## config.mk

```make
export PLATFORM = sky130hd
export DESIGN_NAME = pcr_regs
export DESIGN_NICKNAME = d
export VERILOG_FILES = /design/src/hw/pcr_pkg.sv /design/src/hw/pcr_prbs.sv /design/src/hw/pcr_regs.sv /design/src/hw/pcr_stretch.sv
export SDC_FILE = /design/constraint.sdc
export NUM_CORES = 1
export LEC_CHECK = 0
export BUFFER_PORTS_ARGS = -buffer_cell sky130_fd_sc_hd__buf_2
export CAP_MARGIN = 20
export CORE_MARGIN = 8
export CORE_UTILIZATION = 50
export CTS_CLUSTER_DIAMETER = 100
export DETAILED_ROUTE_END_ITERATION = 7
export PLACE_DENSITY = 0.67
export SKIP_CTS_REPAIR_TIMING = 1
export SLEW_MARGIN = 20
export SYNTH_ARGS = -nofsm -noshare
export SYNTH_HDL_FRONTEND = slang
export SYNTH_SLANG_ARGS = --single-unit
```

## constraint.sdc

```tcl
create_clock -name clk_sys -period 2.9 [get_ports clk_sys]
set_input_delay 0.87 -clock clk_sys [delete_from_list [all_inputs] [get_ports clk_sys]]
set_output_delay 0.87 -clock clk_sys [all_outputs]
set_load 0.02 [all_outputs]
```

## src/hw/pcr_pkg.sv

```systemverilog
package pcr_pkg;

    // register addresses on the management port
    localparam int PCR_ADDR_W = 5;
    localparam int PCR_DATA_W = 16;
    localparam logic [4:0] PCR_IND_OVR_ADDR = 5'h18;
    localparam logic [4:0] PCR_FUNC_CTL_ADDR = 5'h19;
    localparam logic [4:0] PCR_DIAG_ADDR = 5'h1B;

    // indicator_override fields
    localparam int PCR_OVR_W = 6;
    localparam int PCR_OVR_ACT_VAL = 0;
    localparam int PCR_OVR_LINK_VAL = 1;
    localparam int PCR_OVR_SPEED_VAL = 2;
    localparam int PCR_OVR_ACT_EN = 3;
    localparam int PCR_OVR_LINK_EN = 4;
    localparam int PCR_OVR_SPEED_EN = 5;
    localparam logic [5:0] PCR_OVR_RST = 6'h00;

    // phy_function_control fields
    localparam int PCR_FC_AUTO_X = 15;
    localparam int PCR_FC_FORCE_X = 14;
    localparam int PCR_FC_PAUSE_RX = 13;
    localparam int PCR_FC_PAUSE_TX = 12;
    localparam int PCR_FC_INJECT = 11;
    localparam int PCR_FC_LONG_SEL = 10;
    localparam int PCR_FC_RESULT = 9;
    localparam int PCR_FC_RUN = 8;
    localparam int PCR_FC_BYPASS = 7;

    // diagnostic register: error count in the upper byte
    localparam int PCR_ERR_W = 8;
    localparam int PCR_DIAG_ERR_LSB = 8;
    localparam logic [7:0] PCR_ERR_MAX = 8'hFF;

    // pulse stretch time
    localparam int PCR_CLK_MHZ = 100;
    localparam int PCR_STRETCH_MS = 50;
    localparam int PCR_STRETCH_CYC = PCR_STRETCH_MS * PCR_CLK_MHZ * 1000;
    localparam int PCR_STRETCH_W = 23;

    // self-test pattern
    localparam int PCR_PRBS_W = 15;
    localparam logic [14:0] PCR_PRBS_SEED = 15'h7FFF;
    // warm-up must refill all 15 checker stages past the loop delay
    localparam logic [4:0] PCR_WARM_LAST = 5'h1F;

    typedef enum logic [1:0] {
        PCR_ST_IDLE = 2'b00,
        PCR_ST_WARM = 2'b01,
        PCR_ST_CHECK = 2'b10
    } pcr_bist_st_t;

    typedef struct packed {
        logic [4:0] addr;
        logic [15:0] wdata;
        logic wr;
        logic rd;
    } pcr_bus_req_t;

    typedef struct packed {
        logic speed;
        logic link;
        logic act;
    } pcr_ind_t;

    // advertisement bits 11:10
    typedef struct packed {
        logic asym;
        logic pause;
    } pcr_pause_adv_t;

    // x^15+x^14+1 or x^9+x^5+1, both maximal length
    function automatic logic pcr_prbs_fb(input logic [14:0] sr,
                                         input logic long_sel);
        pcr_prbs_fb = long_sel ? (sr[14] ^ sr[13]) : (sr[8] ^ sr[4]);
    endfunction : pcr_prbs_fb

endpackage : pcr_pkg

```

## src/hw/pcr_prbs.sv

```systemverilog
`timescale 1ns/1ns
`default_nettype none
module pcr_prbs
(
    // clock and reset
    input wire logic clk_sys,
    input wire logic rstn,
    // control
    input wire logic run,
    input wire logic long_sel,
    input wire logic inject,
    // pattern
    input wire logic rx_bit,
    output logic tx_bit,
    // status pulses
    output logic locked,
    output logic err
);
    import pcr_pkg::*;

    typedef struct packed {
        pcr_bist_st_t st;
        logic [14:0] gen;
        logic [14:0] chk;
        logic [4:0] warm;
        logic tx;
        logic locked;
        logic err;
    } pcr_prbs_state_t;

    pcr_prbs_state_t s_reg;
    pcr_prbs_state_t s_next;
    logic fb;

    always_comb
    begin
        s_next = s_reg;
        s_next.locked = 1'b0;
        s_next.err = 1'b0;
        fb = pcr_prbs_fb(s_reg.gen, long_sel);
        if (s_reg.st != PCR_ST_IDLE)
        begin
            s_next.gen = {s_reg.gen[13:0], fb};
            s_next.tx = fb ^ inject;
            // self-synchronising checker: fill from received bits
            s_next.chk = {s_reg.chk[13:0], rx_bit};
        end
        case (s_reg.st)
            PCR_ST_IDLE:
            begin
                s_next.gen = PCR_PRBS_SEED;
                s_next.chk = '0;
                s_next.warm = '0;
                s_next.tx = 1'b0;
                if (run)
                    s_next.st = PCR_ST_WARM;
            end
            PCR_ST_WARM:
            begin
                s_next.warm = s_reg.warm + 5'h01;
                if (s_reg.warm == PCR_WARM_LAST)
                begin
                    s_next.st = PCR_ST_CHECK;
                    s_next.locked = 1'b1;
                end
            end
            PCR_ST_CHECK:
                s_next.err = rx_bit != pcr_prbs_fb(s_reg.chk, long_sel);
            default:
                s_next.st = PCR_ST_IDLE;
        endcase
        if (!run)
        begin
            s_next.st = PCR_ST_IDLE;
            s_next.err = 1'b0;
            s_next.locked = 1'b0;
        end
    end

    always_ff @(posedge clk_sys)
    begin
        if (!rstn)
        begin
            s_reg.st <= PCR_ST_IDLE;
            s_reg.gen <= PCR_PRBS_SEED;
            s_reg.chk <= '0;
            s_reg.warm <= '0;
            s_reg.tx <= 1'b0;
            s_reg.locked <= 1'b0;
            s_reg.err <= 1'b0;
        end
        else
            s_reg <= s_next;
    end

    assign tx_bit = s_reg.tx;
    assign locked = s_reg.locked;
    assign err = s_reg.err;

endmodule : pcr_prbs
`default_nettype wire

```

## src/hw/pcr_regs.sv

```systemverilog
// How it works
// - indicator override bits 15:6 ignore writes and read as zero
// - override bit 5 forces speed indicator to bit 2, else normal
// - override bit 4 forces link indicator to bit 1, else normal
// - override bit 3 forces activity indicator to bit 0, else normal
// - override reads return stored bits, not pins; all reset to zero
// - control bit 15 enables auto crossover; reset value from strap
// - control bit 14 forces crossed pairs; resets to zero
// - bit 13 reports pause receive, resolved only for full duplex
// - bit 12 reports pause transmit, resolved only for full duplex
// - writing one to bit 11 injects one error, then self clears
// - bit 10 selects 15-stage pattern, zero selects 9-stage
// - bit 8 starts or stops test; bit 9 latches pass, clears on stop
// - self-test errors are counted and readable in a diagnostic register
// - bit 7 bypasses indicator pulse stretching; resets to zero
//
// Strobed register access is this design's own decision.
`timescale 1ns/1ns
`default_nettype none
module pcr_regs
#(
    parameter int STRETCH_CYC = pcr_pkg::PCR_STRETCH_CYC
)
(
    // clock and reset
    input wire logic clk_sys,
    input wire logic rstn,
    // management port
    input wire pcr_pkg::pcr_bus_req_t reg_req,
    output logic [15:0] reg_rdata,
    // straps
    input wire logic strap_auto_crossover,
    // normal indications
    input wire pcr_pkg::pcr_ind_t ind_normal,
    // indicator outputs
    output logic speed_indicator_out,
    output logic link_indicator_out,
    output logic activity_collision_out,
    // negotiation results
    input wire pcr_pkg::pcr_pause_adv_t local_advertisement,
    input wire pcr_pkg::pcr_pause_adv_t partner_advertisement,
    input wire logic an_full_duplex,
    // crossover controls
    output logic auto_crossover_enable,
    output logic force_crossover,
    // pause results to the mac
    output logic pause_rx,
    output logic pause_tx,
    // self-test pattern
    output logic selftest_tx_bit,
    input wire logic selftest_rx_bit
);
    import pcr_pkg::*;

    typedef struct packed {
        logic [5:0] ind_ovr;
        logic auto_x;
        logic force_x;
        logic inject;
        logic long_sel;
        logic run;
        logic bypass;
        logic pause_rx;
        logic pause_tx;
        logic result;
        logic failed;
        logic [7:0] err_cnt;
        pcr_ind_t ind;
        logic [15:0] rdata;
    } pcr_regs_state_t;

    pcr_regs_state_t s_reg;
    pcr_regs_state_t s_next;
    pcr_ind_t ind_shown;
    logic st_locked;
    logic st_err;
    logic [1:0] pause_res;

    // 802.3 pause resolution: {rx, tx}
    function automatic logic [1:0] pcr_pause_resolve(
        input pcr_pause_adv_t loc,
        input pcr_pause_adv_t par);
        logic rx;
        logic tx;
        rx = 1'b0;
        tx = 1'b0;
        if (loc.pause && par.pause)
        begin
            rx = 1'b1;
            tx = 1'b1;
        end
        else if (!loc.pause && loc.asym && par.pause && par.asym)
            tx = 1'b1;
        else if (loc.pause && loc.asym && !par.pause && par.asym)
            rx = 1'b1;
        pcr_pause_resolve = {rx, tx};
    endfunction : pcr_pause_resolve

    // one override slice: enable picks the forced value
    function automatic logic pcr_ovr_pick(input logic en,
                                          input logic val,
                                          input logic normal);
        pcr_ovr_pick = en ? val : normal;
    endfunction : pcr_ovr_pick

    pcr_stretch #(
        .STRETCH_CYC(STRETCH_CYC)
    ) u_stretch (
        .clk_sys(clk_sys),
        .rstn(rstn),
        .bypass(s_reg.bypass),
        .ev_in(ind_normal),
        .ev_out(ind_shown)
    );

    pcr_prbs u_prbs (
        .clk_sys(clk_sys),
        .rstn(rstn),
        .run(s_reg.run),
        .long_sel(s_reg.long_sel),
        .inject(s_reg.inject),
        .rx_bit(selftest_rx_bit),
        .tx_bit(selftest_tx_bit),
        .locked(st_locked),
        .err(st_err)
    );

    always_comb
    begin
        s_next = s_reg;
        s_next.rdata = '0;

        // results are owned by hardware alone
        pause_res = an_full_duplex
            ? pcr_pause_resolve(local_advertisement, partner_advertisement)
            : 2'b00;
        s_next.pause_rx = pause_res[1];
        s_next.pause_tx = pause_res[0];

        // one injection per write; consumed the cycle it is seen
        if (s_reg.inject)
            s_next.inject = 1'b0;

        // test status: pass after lock, any error latches fail
        if (s_reg.run && !s_reg.failed && st_locked)
            s_next.result = 1'b1;
        if (st_err)
        begin
            s_next.result = 1'b0;
            s_next.failed = 1'b1;
            if (s_reg.err_cnt != PCR_ERR_MAX)
                s_next.err_cnt = s_reg.err_cnt + 8'h01;
        end

        if (reg_req.wr)
        begin
            case (reg_req.addr)
                PCR_IND_OVR_ADDR:
                    s_next.ind_ovr = reg_req.wdata[PCR_OVR_W-1:0];
                PCR_FUNC_CTL_ADDR:
                begin
                    s_next.auto_x = reg_req.wdata[PCR_FC_AUTO_X];
                    s_next.force_x = reg_req.wdata[PCR_FC_FORCE_X];
                    if (reg_req.wdata[PCR_FC_INJECT])
                        s_next.inject = 1'b1;
                    s_next.long_sel = reg_req.wdata[PCR_FC_LONG_SEL];
                    s_next.run = reg_req.wdata[PCR_FC_RUN];
                    s_next.bypass = reg_req.wdata[PCR_FC_BYPASS];
                    // a fresh start restarts status and count
                    if (reg_req.wdata[PCR_FC_RUN] && !s_reg.run)
                    begin
                        s_next.err_cnt = '0;
                        s_next.failed = 1'b0;
                        s_next.result = 1'b0;
                    end
                end
                default:
                    s_next.run = s_reg.run;
            endcase
        end

        // stopping clears status
        if (!s_next.run)
        begin
            s_next.result = 1'b0;
            s_next.failed = 1'b0;
        end

        if (reg_req.rd)
        begin
            case (reg_req.addr)
                PCR_IND_OVR_ADDR:
                    s_next.rdata[PCR_OVR_W-1:0] = s_reg.ind_ovr;
                PCR_FUNC_CTL_ADDR:
                begin
                    s_next.rdata[PCR_FC_AUTO_X] = s_reg.auto_x;
                    s_next.rdata[PCR_FC_FORCE_X] = s_reg.force_x;
                    s_next.rdata[PCR_FC_PAUSE_RX] = s_reg.pause_rx;
                    s_next.rdata[PCR_FC_PAUSE_TX] = s_reg.pause_tx;
                    s_next.rdata[PCR_FC_INJECT] = s_reg.inject;
                    s_next.rdata[PCR_FC_LONG_SEL] = s_reg.long_sel;
                    s_next.rdata[PCR_FC_RESULT] = s_reg.result;
                    s_next.rdata[PCR_FC_RUN] = s_reg.run;
                    s_next.rdata[PCR_FC_BYPASS] = s_reg.bypass;
                end
                PCR_DIAG_ADDR:
                    s_next.rdata[PCR_DIAG_ERR_LSB +: PCR_ERR_W] =
                        s_reg.err_cnt;
                default:
                    s_next.rdata = '0;
            endcase
        end

        // outputs registered so pins never glitch on a write
        s_next.ind.speed = pcr_ovr_pick(
            s_reg.ind_ovr[PCR_OVR_SPEED_EN],
            s_reg.ind_ovr[PCR_OVR_SPEED_VAL], ind_shown.speed);
        s_next.ind.link = pcr_ovr_pick(
            s_reg.ind_ovr[PCR_OVR_LINK_EN],
            s_reg.ind_ovr[PCR_OVR_LINK_VAL], ind_shown.link);
        s_next.ind.act = pcr_ovr_pick(
            s_reg.ind_ovr[PCR_OVR_ACT_EN],
            s_reg.ind_ovr[PCR_OVR_ACT_VAL], ind_shown.act);
    end

    always_ff @(posedge clk_sys)
    begin
        if (!rstn)
        begin
            s_reg.ind_ovr <= PCR_OVR_RST;
            // strap sampled by the synchronous reset itself
            s_reg.auto_x <= strap_auto_crossover;
            s_reg.force_x <= 1'b0;
            s_reg.inject <= 1'b0;
            s_reg.long_sel <= 1'b0;
            s_reg.run <= 1'b0;
            s_reg.bypass <= 1'b0;
            s_reg.pause_rx <= 1'b0;
            s_reg.pause_tx <= 1'b0;
            s_reg.result <= 1'b0;
            s_reg.failed <= 1'b0;
            s_reg.err_cnt <= '0;
            s_reg.ind <= '0;
            s_reg.rdata <= '0;
        end
        else
            s_reg <= s_next;
    end

    // crossover engine lives elsewhere; it depends on negotiation being on
    assign auto_crossover_enable = s_reg.auto_x;
    assign force_crossover = s_reg.force_x;
    assign pause_rx = s_reg.pause_rx;
    assign pause_tx = s_reg.pause_tx;
    assign speed_indicator_out = s_reg.ind.speed;
    assign link_indicator_out = s_reg.ind.link;
    assign activity_collision_out = s_reg.ind.act;
    assign reg_rdata = s_reg.rdata;

endmodule : pcr_regs
`default_nettype wire

```

## src/hw/pcr_stretch.sv

```systemverilog
`timescale 1ns/1ns
`default_nettype none
module pcr_stretch
#(
    parameter int STRETCH_CYC = pcr_pkg::PCR_STRETCH_CYC
)
(
    // clock and reset
    input wire logic clk_sys,
    input wire logic rstn,
    // events
    input wire logic bypass,
    input wire pcr_pkg::pcr_ind_t ev_in,
    output pcr_pkg::pcr_ind_t ev_out
);
    import pcr_pkg::*;

    typedef struct packed {
        logic [2:0][PCR_STRETCH_W-1:0] cnt;
        logic [2:0] out;
    } pcr_str_state_t;

    pcr_str_state_t s_reg;
    pcr_str_state_t s_next;
    logic [2:0] ev;

    always_comb
    begin
        s_next = s_reg;
        ev = ev_in;
        for (int i = 0; i < 3; i++)
        begin
            if (ev[i])
                s_next.cnt[i] = PCR_STRETCH_W'(STRETCH_CYC - 1);
            else if (s_reg.cnt[i] != '0)
                s_next.cnt[i] = s_reg.cnt[i] - PCR_STRETCH_W'(1);
            // bypass follows the raw event with no hold
            s_next.out[i] = bypass ? ev[i]
                : (ev[i] | (s_reg.cnt[i] != '0));
        end
    end

    always_ff @(posedge clk_sys)
    begin
        if (!rstn)
        begin
            s_reg.cnt <= '0;
            s_reg.out <= '0;
        end
        else
            s_reg <= s_next;
    end

    assign ev_out = s_reg.out;

endmodule : pcr_stretch
`default_nettype wire

```

==> results.json, run 1 <==
{
  "grt_max_degree": 41,
  "synthMuxAreaShare": 0.0257,
  "status": "complete, no violations",
  "ys_warn_count": 0,
  "maxCapViolations": 0,
  "ys_seq_elements": 154,
  "holdWs_ns": 0.405,
  "async_flop_share": 0,
  "largest_reg_flops": 69,
  "syn_area_per_cell_um2": 9.57,
  "start_kind": "register",
  "synthToLayoutAreaGrowth_pct": 13.8,
  "p_per_area_nw_per_um2": 643,
  "cts_buffer_depth": 2,
  "min_period_ns": 2.34,
  "skew_ns": 0.00686,
  "finalHoldViolCount": 0,
  "vdd_ir_drop_max_mv": 0.461,
  "dieArea_um2": 17200,
  "drt_wl_total_mm": 12.9,
  "path_clk_slew_ns": 0.06,
  "cts_sinks": 154,
  "fin_tns_setup_ns": 0,
  "dp_hpwl_mm": 8.99,
  "synthAdderAreaFrac": 0.0170,
  "rsz0062_at_grt": "false",
  "gp_congestion": 0.836,
  "synth_edf_count": 1,
  "crit_required_ns": 3.20,
  "vias": 4910,
  "grt_pass1_vias": 4916,
  "reg2regPathDepth": 7,
  "path_max_fanout": 7,
  "antenna_found_initial": 0,
  "synth_fp_nets": 735,
  "cts_tree": "yes",
  "whs_path_depth": 1,
  "slew_headroom": 0.537,
  "end_kind": "register",
  "core_um2": 13100,
  "fmax_mhz": 428,
  "drc": 0,
  "netlist_area_um2": 6610,
  "maxSlewViolCount": 0,
  "die_y_um": 131,
  "grt_usage": 0.162,
  "synth_top_family_by_area": "simple AND/OR/NAND/NOR gates",
  "dr.first_iter.drc_count": 285,
  "diodes": 0,
  "drive_gt1_frac": 0.153,
  "synth-seq-area-share": 0.468,
  "cp.arrival_ns": 2.64,
  "num-fill-cells": 1143,
  "synth_compound_area_frac": 0.110,
  "worstHoldPathType": "register to register",
  "clockRootBuffer": "clkbuf_16",
  "final_cells": 915,
  "clock_latency_ns": 0.42,
  "rows": 42,
  "portBuffers": 53,
  "synthFlopType": "dfxtp_1",
  "finalSetupViolCount": 0,
  "viasPerCell": 5.37,
  "layout.nets": 770,
  "grt_pass1_wl_mm": 22.3,
  "initial_core_util": 0.505,
  "wire_per_inst_um": 14.1,
  "drtAntennaViolNets": 0,
  "total_leakage_power_nw": 2.87,
  "dr.pass1.iters": 4,
  "numCtsBuffers": 17,
  "die_x_um": 131,
  "ys_types": 54,
  "synth_cells": 691,
  "path_class": "register to register",
  "tightest_slew_ns": 0.688,
  "grt_overflow": 0,
  "fin_util": 0.575,
  "htreeDepth": 4,
  "post-place-cells": 883,
  "synthXorXnorAreaFrac": 0.0742,
  "finalCritPeriodShare": 0.806,
  "ios": 59,
  "synthSimpleGateAreaFrac": 0.266
}
[report_power, final]
part / switching, mW / leakage, nW / internal [mW]
Clock: 0.865 / 0.287 / 1.36
Combinational: 0.221 / 1.33 / 0.164
Sequential: 0.0521 / 1.26 / 2.18
Total: 1.14 / 2.87 / 3.70
[cell type report]
cell class	instances	area (um2)	area share
clock buffer	18	429	0.0570
clock inverter	14	171	0.0228
inverter	8	30.0	0.00399
multi-input combinational	487	3270	0.434
sequential	154	3090	0.411
tap	176	220	0.0293
timing repair buffer	58	315	0.0419
[critical path, cell delays in order (launching register included)]
cell and delay, ns:
dfxtp_1 0.34, inv_1 0.10, ha_1 0.18, or4b_1 0.54, or2_1 0.31, nor3_4 0.37
nor3b_1 0.10, o31a_1 0.29
[final timing paths]
check / startpoint / end / slack (ns)
worst min register to register: u_prbs.s_reg[29]$_SDFFE_PP1N_ / u_prbs.s_reg[30]$_SDFFE_PP1N_ / 0.41
worst min-delay path: u_prbs.s_reg[29]$_SDFFE_PP1N_ / u_prbs.s_reg[30]$_SDFFE_PP1N_ / 0.41
worst max register to register: u_stretch.s_reg[26]$_SDFFE_PN0P_ / u_stretch.s_reg[28]$_SDFFE_PN0P_ / 0.56
worst max-delay path: u_stretch.s_reg[26]$_SDFFE_PN0P_ / u_stretch.s_reg[28]$_SDFFE_PN0P_ / 0.56
[stage by stage]
stage / setup slack, ns / instance area [um2] / total power [mW]
global placement: 0.668 / 6920 / 2.64
detailed placement: 0.619 / 6920 / 2.66
floorplan: 0.682 / 6610 / 2.56
CTS: 0.562 / 7520 / 4.88
global route: 0.460 / 7520 / 5.02
finish: 0.563 / 7520 / 4.84
[synth_stat cells (4+ instances only)]
cell type	count	share of area
a211oi_1	6	0.0068
a21oi_1	21	0.016
a22oi_1	10	0.011
and2_1	27	0.026
buf_4	17	0.019
clkbuf_1	20	0.011
dfxtp_1	153	0.46
ha_1	9	0.017
inv_1	8	0.0045
mux2i_1	17	0.026
nand2_1	27	0.015
nand2b_1	21	0.020
nand3_1	15	0.011
nand4_1	6	0.0057
nor2_1	74	0.042
nor2b_1	23	0.022
nor3_1	22	0.017
nor3b_1	4	0.0045
nor4_1	15	0.014
nor4_2	6	0.011
nor4b_1	4	0.0053
o21a_1	29	0.033
o21ai_0	10	0.0076
o31a_1	16	0.021
o31ai_1	7	0.0079
or2_2	6	0.0057
or3_1	14	0.013
or4_1	9	0.010
xnor2_1	33	0.044
xor2_1	23	0.030
[placed cells by master, fill, tap and decap left out, types with 4 or more instances in the layout]
cell type	synthesis	routed
o21a_1	29	29
clkbuf_16	0	17
xor2_1	23	23
or2_2	6	6
o31a_1	16	16
nand4_1	6	6
nor3b_1	4	4
nor4b_1	4	4
a21oi_1	21	21
buf_4	17	4
a211oi_1	6	6
nor4_2	6	6
o21ai_0	10	10
nand2b_1	21	21
ha_1	9	9
nor3_1	22	22
and2_1	27	27
o31ai_1	7	7
nor2b_1	23	23
buf_2	2	53
nor4_1	15	15
mux2i_1	17	17
nand3_1	15	15
or4_1	9	9
or3_1	14	14
a22oi_1	10	10
inv_1	8	8
nand2_1	27	27
dfxtp_1	153	153
nor2_1	74	74
xnor2_1	33	33
[logic make-up after synthesis]
group,count (synthesis)
xor gates and xnor gates,56
DFF,154
muxes,17
AOI/OAI and AO/OA,105
adders and majority gates,9
buffers and inverters,50
and+or+nand+nor,299
other,1
[layer usage]
| layer | GRT usage | vias to the layer above | wire, um |
|---|---|---|---|
| li1 | - | 2475 | - |
| met1 | 0.184 | 2333 | 5800 |
| met2 | 0.280 | 83 | 6400 |
| met3 | 0.0418 | 19 | 481 |
| met4 | 0.0709 | 0 | 219 |
| met5 | 0 | - | 0 |
(Power assumes the default switching activity.)
==> run 2: changes to the inputs <==
clock period = 2.3 ns   (was 2.9 ns; I/O delays follow)
==> run 2 against run 1 <==
Via count increased by 0.65%. First-iteration DRC count shrank 19%. Utilization up 1.2 points. Non-clock buffer count is 20 higher. Critical endpoint unchanged. Largest cell class unchanged. Largest power group unchanged.
==> results.json, run 2 (synthesis results as in run 1) <==
{
  "core_um2": 13100,
  "grt_pass1_vias": 4883,
  "end_kind": "register",
  "drc": 0,
  "grt_overflow": 0,
  "cp.arrival_ns": 2.51,
  "slew_headroom": 0.630,
  "dp_hpwl_mm": 9.09,
  "worstHoldStart": "u_prbs.s_reg[24]$_SDFFE_PP1N_",
  "cts_sinks": 154,
  "gp_congestion": 0.846,
  "htreeDepth": 4,
  "whs_path_depth": 1,
  "antenna_found_initial": 0,
  "ios": 59,
  "fmax_mhz": 453,
  "vdd_ir_drop_max_mv": 0.532,
  "min_period_ns": 2.21,
  "diodes": 0,
  "final_area_um2": 7680,
  "clockRootBuffer": "clkbuf_16",
  "mostFrequentLayoutCell": "dfxtp_1",
  "cts_tree": "yes",
  "tightest_slew_ns": 0.542,
  "dr.first_iter.drc_count": 231,
  "grt_usage": 0.160,
  "synthToLayoutAreaGrowth_pct": 16.1,
  "r2r_slack_ns": 0.09,
  "layout.cells.most_common_list": "dfxtp_1, nor2_1, buf_2",
  "viasPerCell": 5.30,
  "fin_util": 0.587,
  "placed_area_um2": 7090,
  "maxSlewViolCount": 0,
  "portBuffers": 53,
  "final_cells": 932,
  "holdPathEnd": "u_prbs.s_reg[25]$_SDFFE_PP1N_",
  "path_max_fanout": 7,
  "dieArea_um2": 17200,
  "rsz0062_at_grt": "false",
  "wire_per_inst_um": 13.9,
  "vias": 4942,
  "path_clk_slew_ns": 0.06,
  "grt_pass1_wl_mm": 22.0,
  "layout.nets": 790,
  "p_per_area_nw_per_um2": 790,
  "largest_reg_flops": 69,
  "crit_required_ns": 2.60,
  "cts_buffer_depth": 2,
  "finalHoldViolCount": 0,
  "die_x_um": 131,
  "multi_input_area_um2": 3280,
  "r2r_end": "u_stretch.s_reg[28]$_SDFFE_PN0P_",
  "post-place-cells": 903,
  "seqCellArea_um2": 3090,
  "clock_latency_ns": 0.41,
  "finalCritPeriodShare": 0.959,
  "finalSetupViolCount": 0,
  "drt_wl_total_mm": 12.9,
  "dr.pass1.iters": 4,
  "drtAntennaViolNets": 0,
  "reg2regPathDepth": 5,
  "fin_tns_setup_ns": 0,
  "drive_gt1_frac": 0.173,
  "status": "complete, no violations",
  "maxCapViolations": 0,
  "total_leakage_power_nw": 2.98,
  "path_class": "register to register",
  "skew_ns": 0.00472,
  "grt_max_degree": 35,
  "rows": 42,
  "num-fill-cells": 1094,
  "start_kind": "register",
  "die_y_um": 131,
  "rr_startpoint": "u_stretch.s_reg[40]$_SDFFE_PN0P_",
  "worstHoldPathType": "register to register",
  "numCtsBuffers": 17,
  "initial_core_util": 0.505
}
## run 2: changes by cell type in the layout (fill, tap and decap cells not counted), moves of 2 or more
cell / delta
clkinvlp_4: -2
inv_6: -3
clkbuf_8: +2
buf_4: +19
## run 2: report_power, final
part           switching (mW)  total (mW)  internal, mW
Sequential             0.0659        2.81          2.75
Clock                   0.992        2.73          1.74
Combinational           0.286       0.523         0.237
Total                    1.34        6.07          4.72
## run 2: how the worst max path moves through the flow
stage | startpoint | end | slack [ns]
global placement | u_stretch.s_reg[26]$_SDFFE_PN0P_ | u_stretch.s_reg[28]$_SDFFE_PN0P_ | 0.15
detailed placement | u_stretch.s_reg[57]$_SDFFE_PN0P_ | u_stretch.s_reg[71]$_SDFFE_PN0P_ | 0.09
global route | u_stretch.s_reg[49]$_SDFFE_PN0P_ | u_stretch.s_reg[51]$_SDFFE_PN0P_ | 0.004
floorplan | u_stretch.s_reg[26]$_SDFFE_PN0P_ | u_stretch.s_reg[28]$_SDFFE_PN0P_ | 0.22
CTS | u_stretch.s_reg[26]$_SDFFE_PN0P_ | u_stretch.s_reg[28]$_SDFFE_PN0P_ | 0.07
finish | u_stretch.s_reg[40]$_SDFFE_PN0P_ | u_stretch.s_reg[28]$_SDFFE_PN0P_ | 0.09
## run 2: layout make-up
cell class	instances	share of cell area
Clock buffer	21	0.0600
Clock inverter	8	0.0158
Timing Repair Buffer	78	0.0622
Tap cell	176	0.0287
Inverter	8	0.00391
Sequential cell	154	0.403
Multi-Input combinational cell	487	0.427
## run 2: critical path, cell delays in order (launching register included)
cell     delay [ns]
dfxtp_1        0.33
or4_4          0.59
or3_4          0.43
nor3_4         0.35
nor3b_1        0.11
o31a_1         0.29
## run 2: per-layer routing
| metal | track usage | routed length, um | vias to the layer above |
|---|---|---|---|
| met4 | 0.0668 | 195 | 0 |
| li1 | - | - | 2514 |
| met1 | 0.185 | 5780 | 2338 |
| met2 | 0.274 | 6450 | 73 |
| met5 | 0 | 0 | - |
| met3 | 0.0414 | 510 | 17 |
## run 2: per-stage QoR
| step | worst slack [ns] | hold slack (ns) | power (mW) |
|---|---|---|---|
| 2_1_floorplan | 0.218 | 0.386 | 3.23 |
| 6_report | 0.0938 | 0.406 | 6.07 |
| 5_1_grt | 0.00387 | 0.421 | 6.32 |
| 3_3_place_gp | 0.155 | 0.393 | 3.37 |
| 3_5_place_dp | 0.0927 | 0.399 | 3.38 |
| 4_1_cts | 0.0663 | 0.411 | 6.13 |
==> run 3: changes to the inputs <==
clock period = 2.1 ns   (was 2.3 ns; I/O delays follow)
==> run 3 against run 2 <==
Design area rose by 4.4%. Routed wire length rose by 4.9%. Highest routed layer unchanged. Sequential share of layout area fell by 1.6 points. Largest cell class unchanged. Maximum frequency increased by 5.5%. Clock power is 10% higher. Critical path type unchanged.
==> results.json, run 3 (synthesis results as in run 1) <==
{
  "status": "complete, no violations",
  "drive_gt1_frac": 0.238,
  "numCtsBuffers": 17,
  "diodes": 0,
  "die_y_um": 131,
  "clockRootBuffer": "clkbuf_16",
  "p_per_area_nw_per_um2": 841,
  "skew_ns": 0.00633,
  "maxSlewViolCount": 0,
  "dieArea_um2": 17200,
  "gp_congestion": 0.848,
  "min_period_ns": 2.09,
  "synthToLayoutAreaGrowth_pct": 21.3,
  "start_kind": "register",
  "drtAntennaViolNets": 0,
  "grt_pass1_wl_mm": 22.5,
  "worstHoldPathType": "register to register",
  "cp.arrival_ns": 2.41,
  "total_power_mw": 6.74,
  "path_delay_family": "simple AND/OR/NAND/NOR gates",
  "crit_required_ns": 2.42,
  "vdd_ir_drop_max_mv": 0.606,
  "path_clk_slew_ns": 0.06,
  "htreeDepth": 4,
  "antenna_found_initial": 0,
  "highest_layer": "met4",
  "wire_per_inst_um": 14.1,
  "r2r_end": "u_stretch.s_reg[67]$_SDFFE_PN0P_",
  "initial_core_util": 0.505,
  "final_cells": 963,
  "num-fill-cells": 1078,
  "total_leakage_power_nw": 3.14,
  "path_buf_inv": 0,
  "rows": 42,
  "tightest_slew_ns": 0.606,
  "crit_chain": "or4_4 > or3_4 > nor4b_4 > xor2_1 > o21a_1",
  "finalCritPeriodShare": 0.996,
  "layout.nets": 818,
  "holdWs_ns": 0.407,
  "grt_max_degree": 36,
  "cp.depth": 5,
  "dpl_worst_slack_ns": -0.0490,
  "rsz0062_at_grt": "true",
  "met1_length_mm": 6.07,
  "mostFrequentLayoutCell": "dfxtp_1",
  "cts_buffer_depth": 2,
  "cts_sinks": 154,
  "clock_latency_ns": 0.42,
  "path_class": "register to register",
  "power_switching_mw": 1.65,
  "vias": 5065,
  "slowest_stage": "or4_4",
  "drt_wl_total_mm": 13.6,
  "die_x_um": 131,
  "slew_headroom": 0.594,
  "dr.first_iter.drc_count": 242,
  "p_sw_frac": 0.245,
  "viasPerCell": 5.26,
  "dr.pass1.iters": 4,
  "wl_met3_um": 548,
  "core_um2": 13100,
  "grt_overflow": 0,
  "grt_usage": 0.164,
  "fmax_mhz": 478,
  "holdPathEnd": "u_prbs.s_reg[31]$_SDFFE_PP1N_",
  "fin_util": 0.613,
  "slowest_delay_ns": 0.56,
  "maxCapViolations": 0,
  "cts_tree": "yes",
  "finalHoldViolCount": 0,
  "finalSetupViolCount": 0,
  "internal_power_mw": 5.09,
  "fin_ws_ns": 0.00891,
  "ios": 59,
  "reg2regPathDepth": 5,
  "drc": 0,
  "seq_power_share": 0.457,
  "layout.cells.most_common_list": "dfxtp_1, nor2_1, buf_2",
  "end_kind": "register",
  "largest_reg_flops": 69,
  "whs_path_depth": 1,
  "r2r_slack_ns": 0.009,
  "pwr-share-comb": 0.097,
  "post-place-cells": 927,
  "portBuffers": 53,
  "rr_startpoint": "u_stretch.s_reg[57]$_SDFFE_PN0P_",
  "worstHoldStart": "u_prbs.s_reg[30]$_SDFFE_PP1N_",
  "dp_hpwl_mm": 9.41,
  "p_clk_frac": 0.446,
  "path_max_fanout": 8,
  "grt_pass1_vias": 4969,
  "wl_met2_mm": 6.71
}
==> run 3: changes by cell type in the layout (fill, tap and decap cells not counted), sizes merged <==
cell,change
inv,+6
clkinv,+1
clkbuf,-4
buf,+28
clkinvlp,+1
bufinv,-1
==> run 3: layout make-up <==
cell class,count,area (um2),area share
timing repair buffer,106,683,0.0852
clock buffer,17,425,0.0530
tap,176,220,0.0275
multi-input combinational,487,3390,0.423
inverter,8,30.0,0.00374
sequential,154,3100,0.387
clock inverter,15,164,0.0204
==> run 3: worst max-delay path by stage <==
stage                                                start                                to  slack (ns)
after floorplan           u_stretch.s_reg[26]$_SDFFE_PN0P_  u_stretch.s_reg[28]$_SDFFE_PN0P_        0.02
final                     u_stretch.s_reg[57]$_SDFFE_PN0P_  u_stretch.s_reg[67]$_SDFFE_PN0P_       0.009
after CTS                 u_stretch.s_reg[57]$_SDFFE_PN0P_  u_stretch.s_reg[67]$_SDFFE_PN0P_       -0.10
after global placement    u_stretch.s_reg[57]$_SDFFE_PN0P_  u_stretch.s_reg[67]$_SDFFE_PN0P_       -0.01
after global routing      u_stretch.s_reg[57]$_SDFFE_PN0P_  u_stretch.s_reg[67]$_SDFFE_PN0P_       -0.03
after detailed placement  u_stretch.s_reg[57]$_SDFFE_PN0P_  u_stretch.s_reg[67]$_SDFFE_PN0P_       -0.05
==> run 3: power groups by stage <==
| stage | clock network (mW) | registers [mW] | logic [mW] |
|---|---|---|---|
| floorplan | 0 | 3.13 | 0.402 |
| global placement | 0 | 3.13 | 0.591 |
| detailed placement | 0 | 3.14 | 0.607 |
| CTS | 3.08 | 3.07 | 0.614 |
| global route | 3.20 | 3.09 | 0.720 |
| finish | 3.01 | 3.08 | 0.657 |
==> run 3: per-stage QoR <==
stage               cell area, um2  setup TNS [ns]
floorplan                     6610               0
global route                  8020         -0.0736
global placement              7250         -0.0139
CTS                           7840          -0.270
finish                        8020               0
detailed placement            7250          -0.121
==> run 3: layer usage <==
layer,vias up,GRT usage
li1,2590,-
met1,2376,0.184
met2,74,0.280
met3,25,0.0483
met4,0,0.0770
met5,-,0
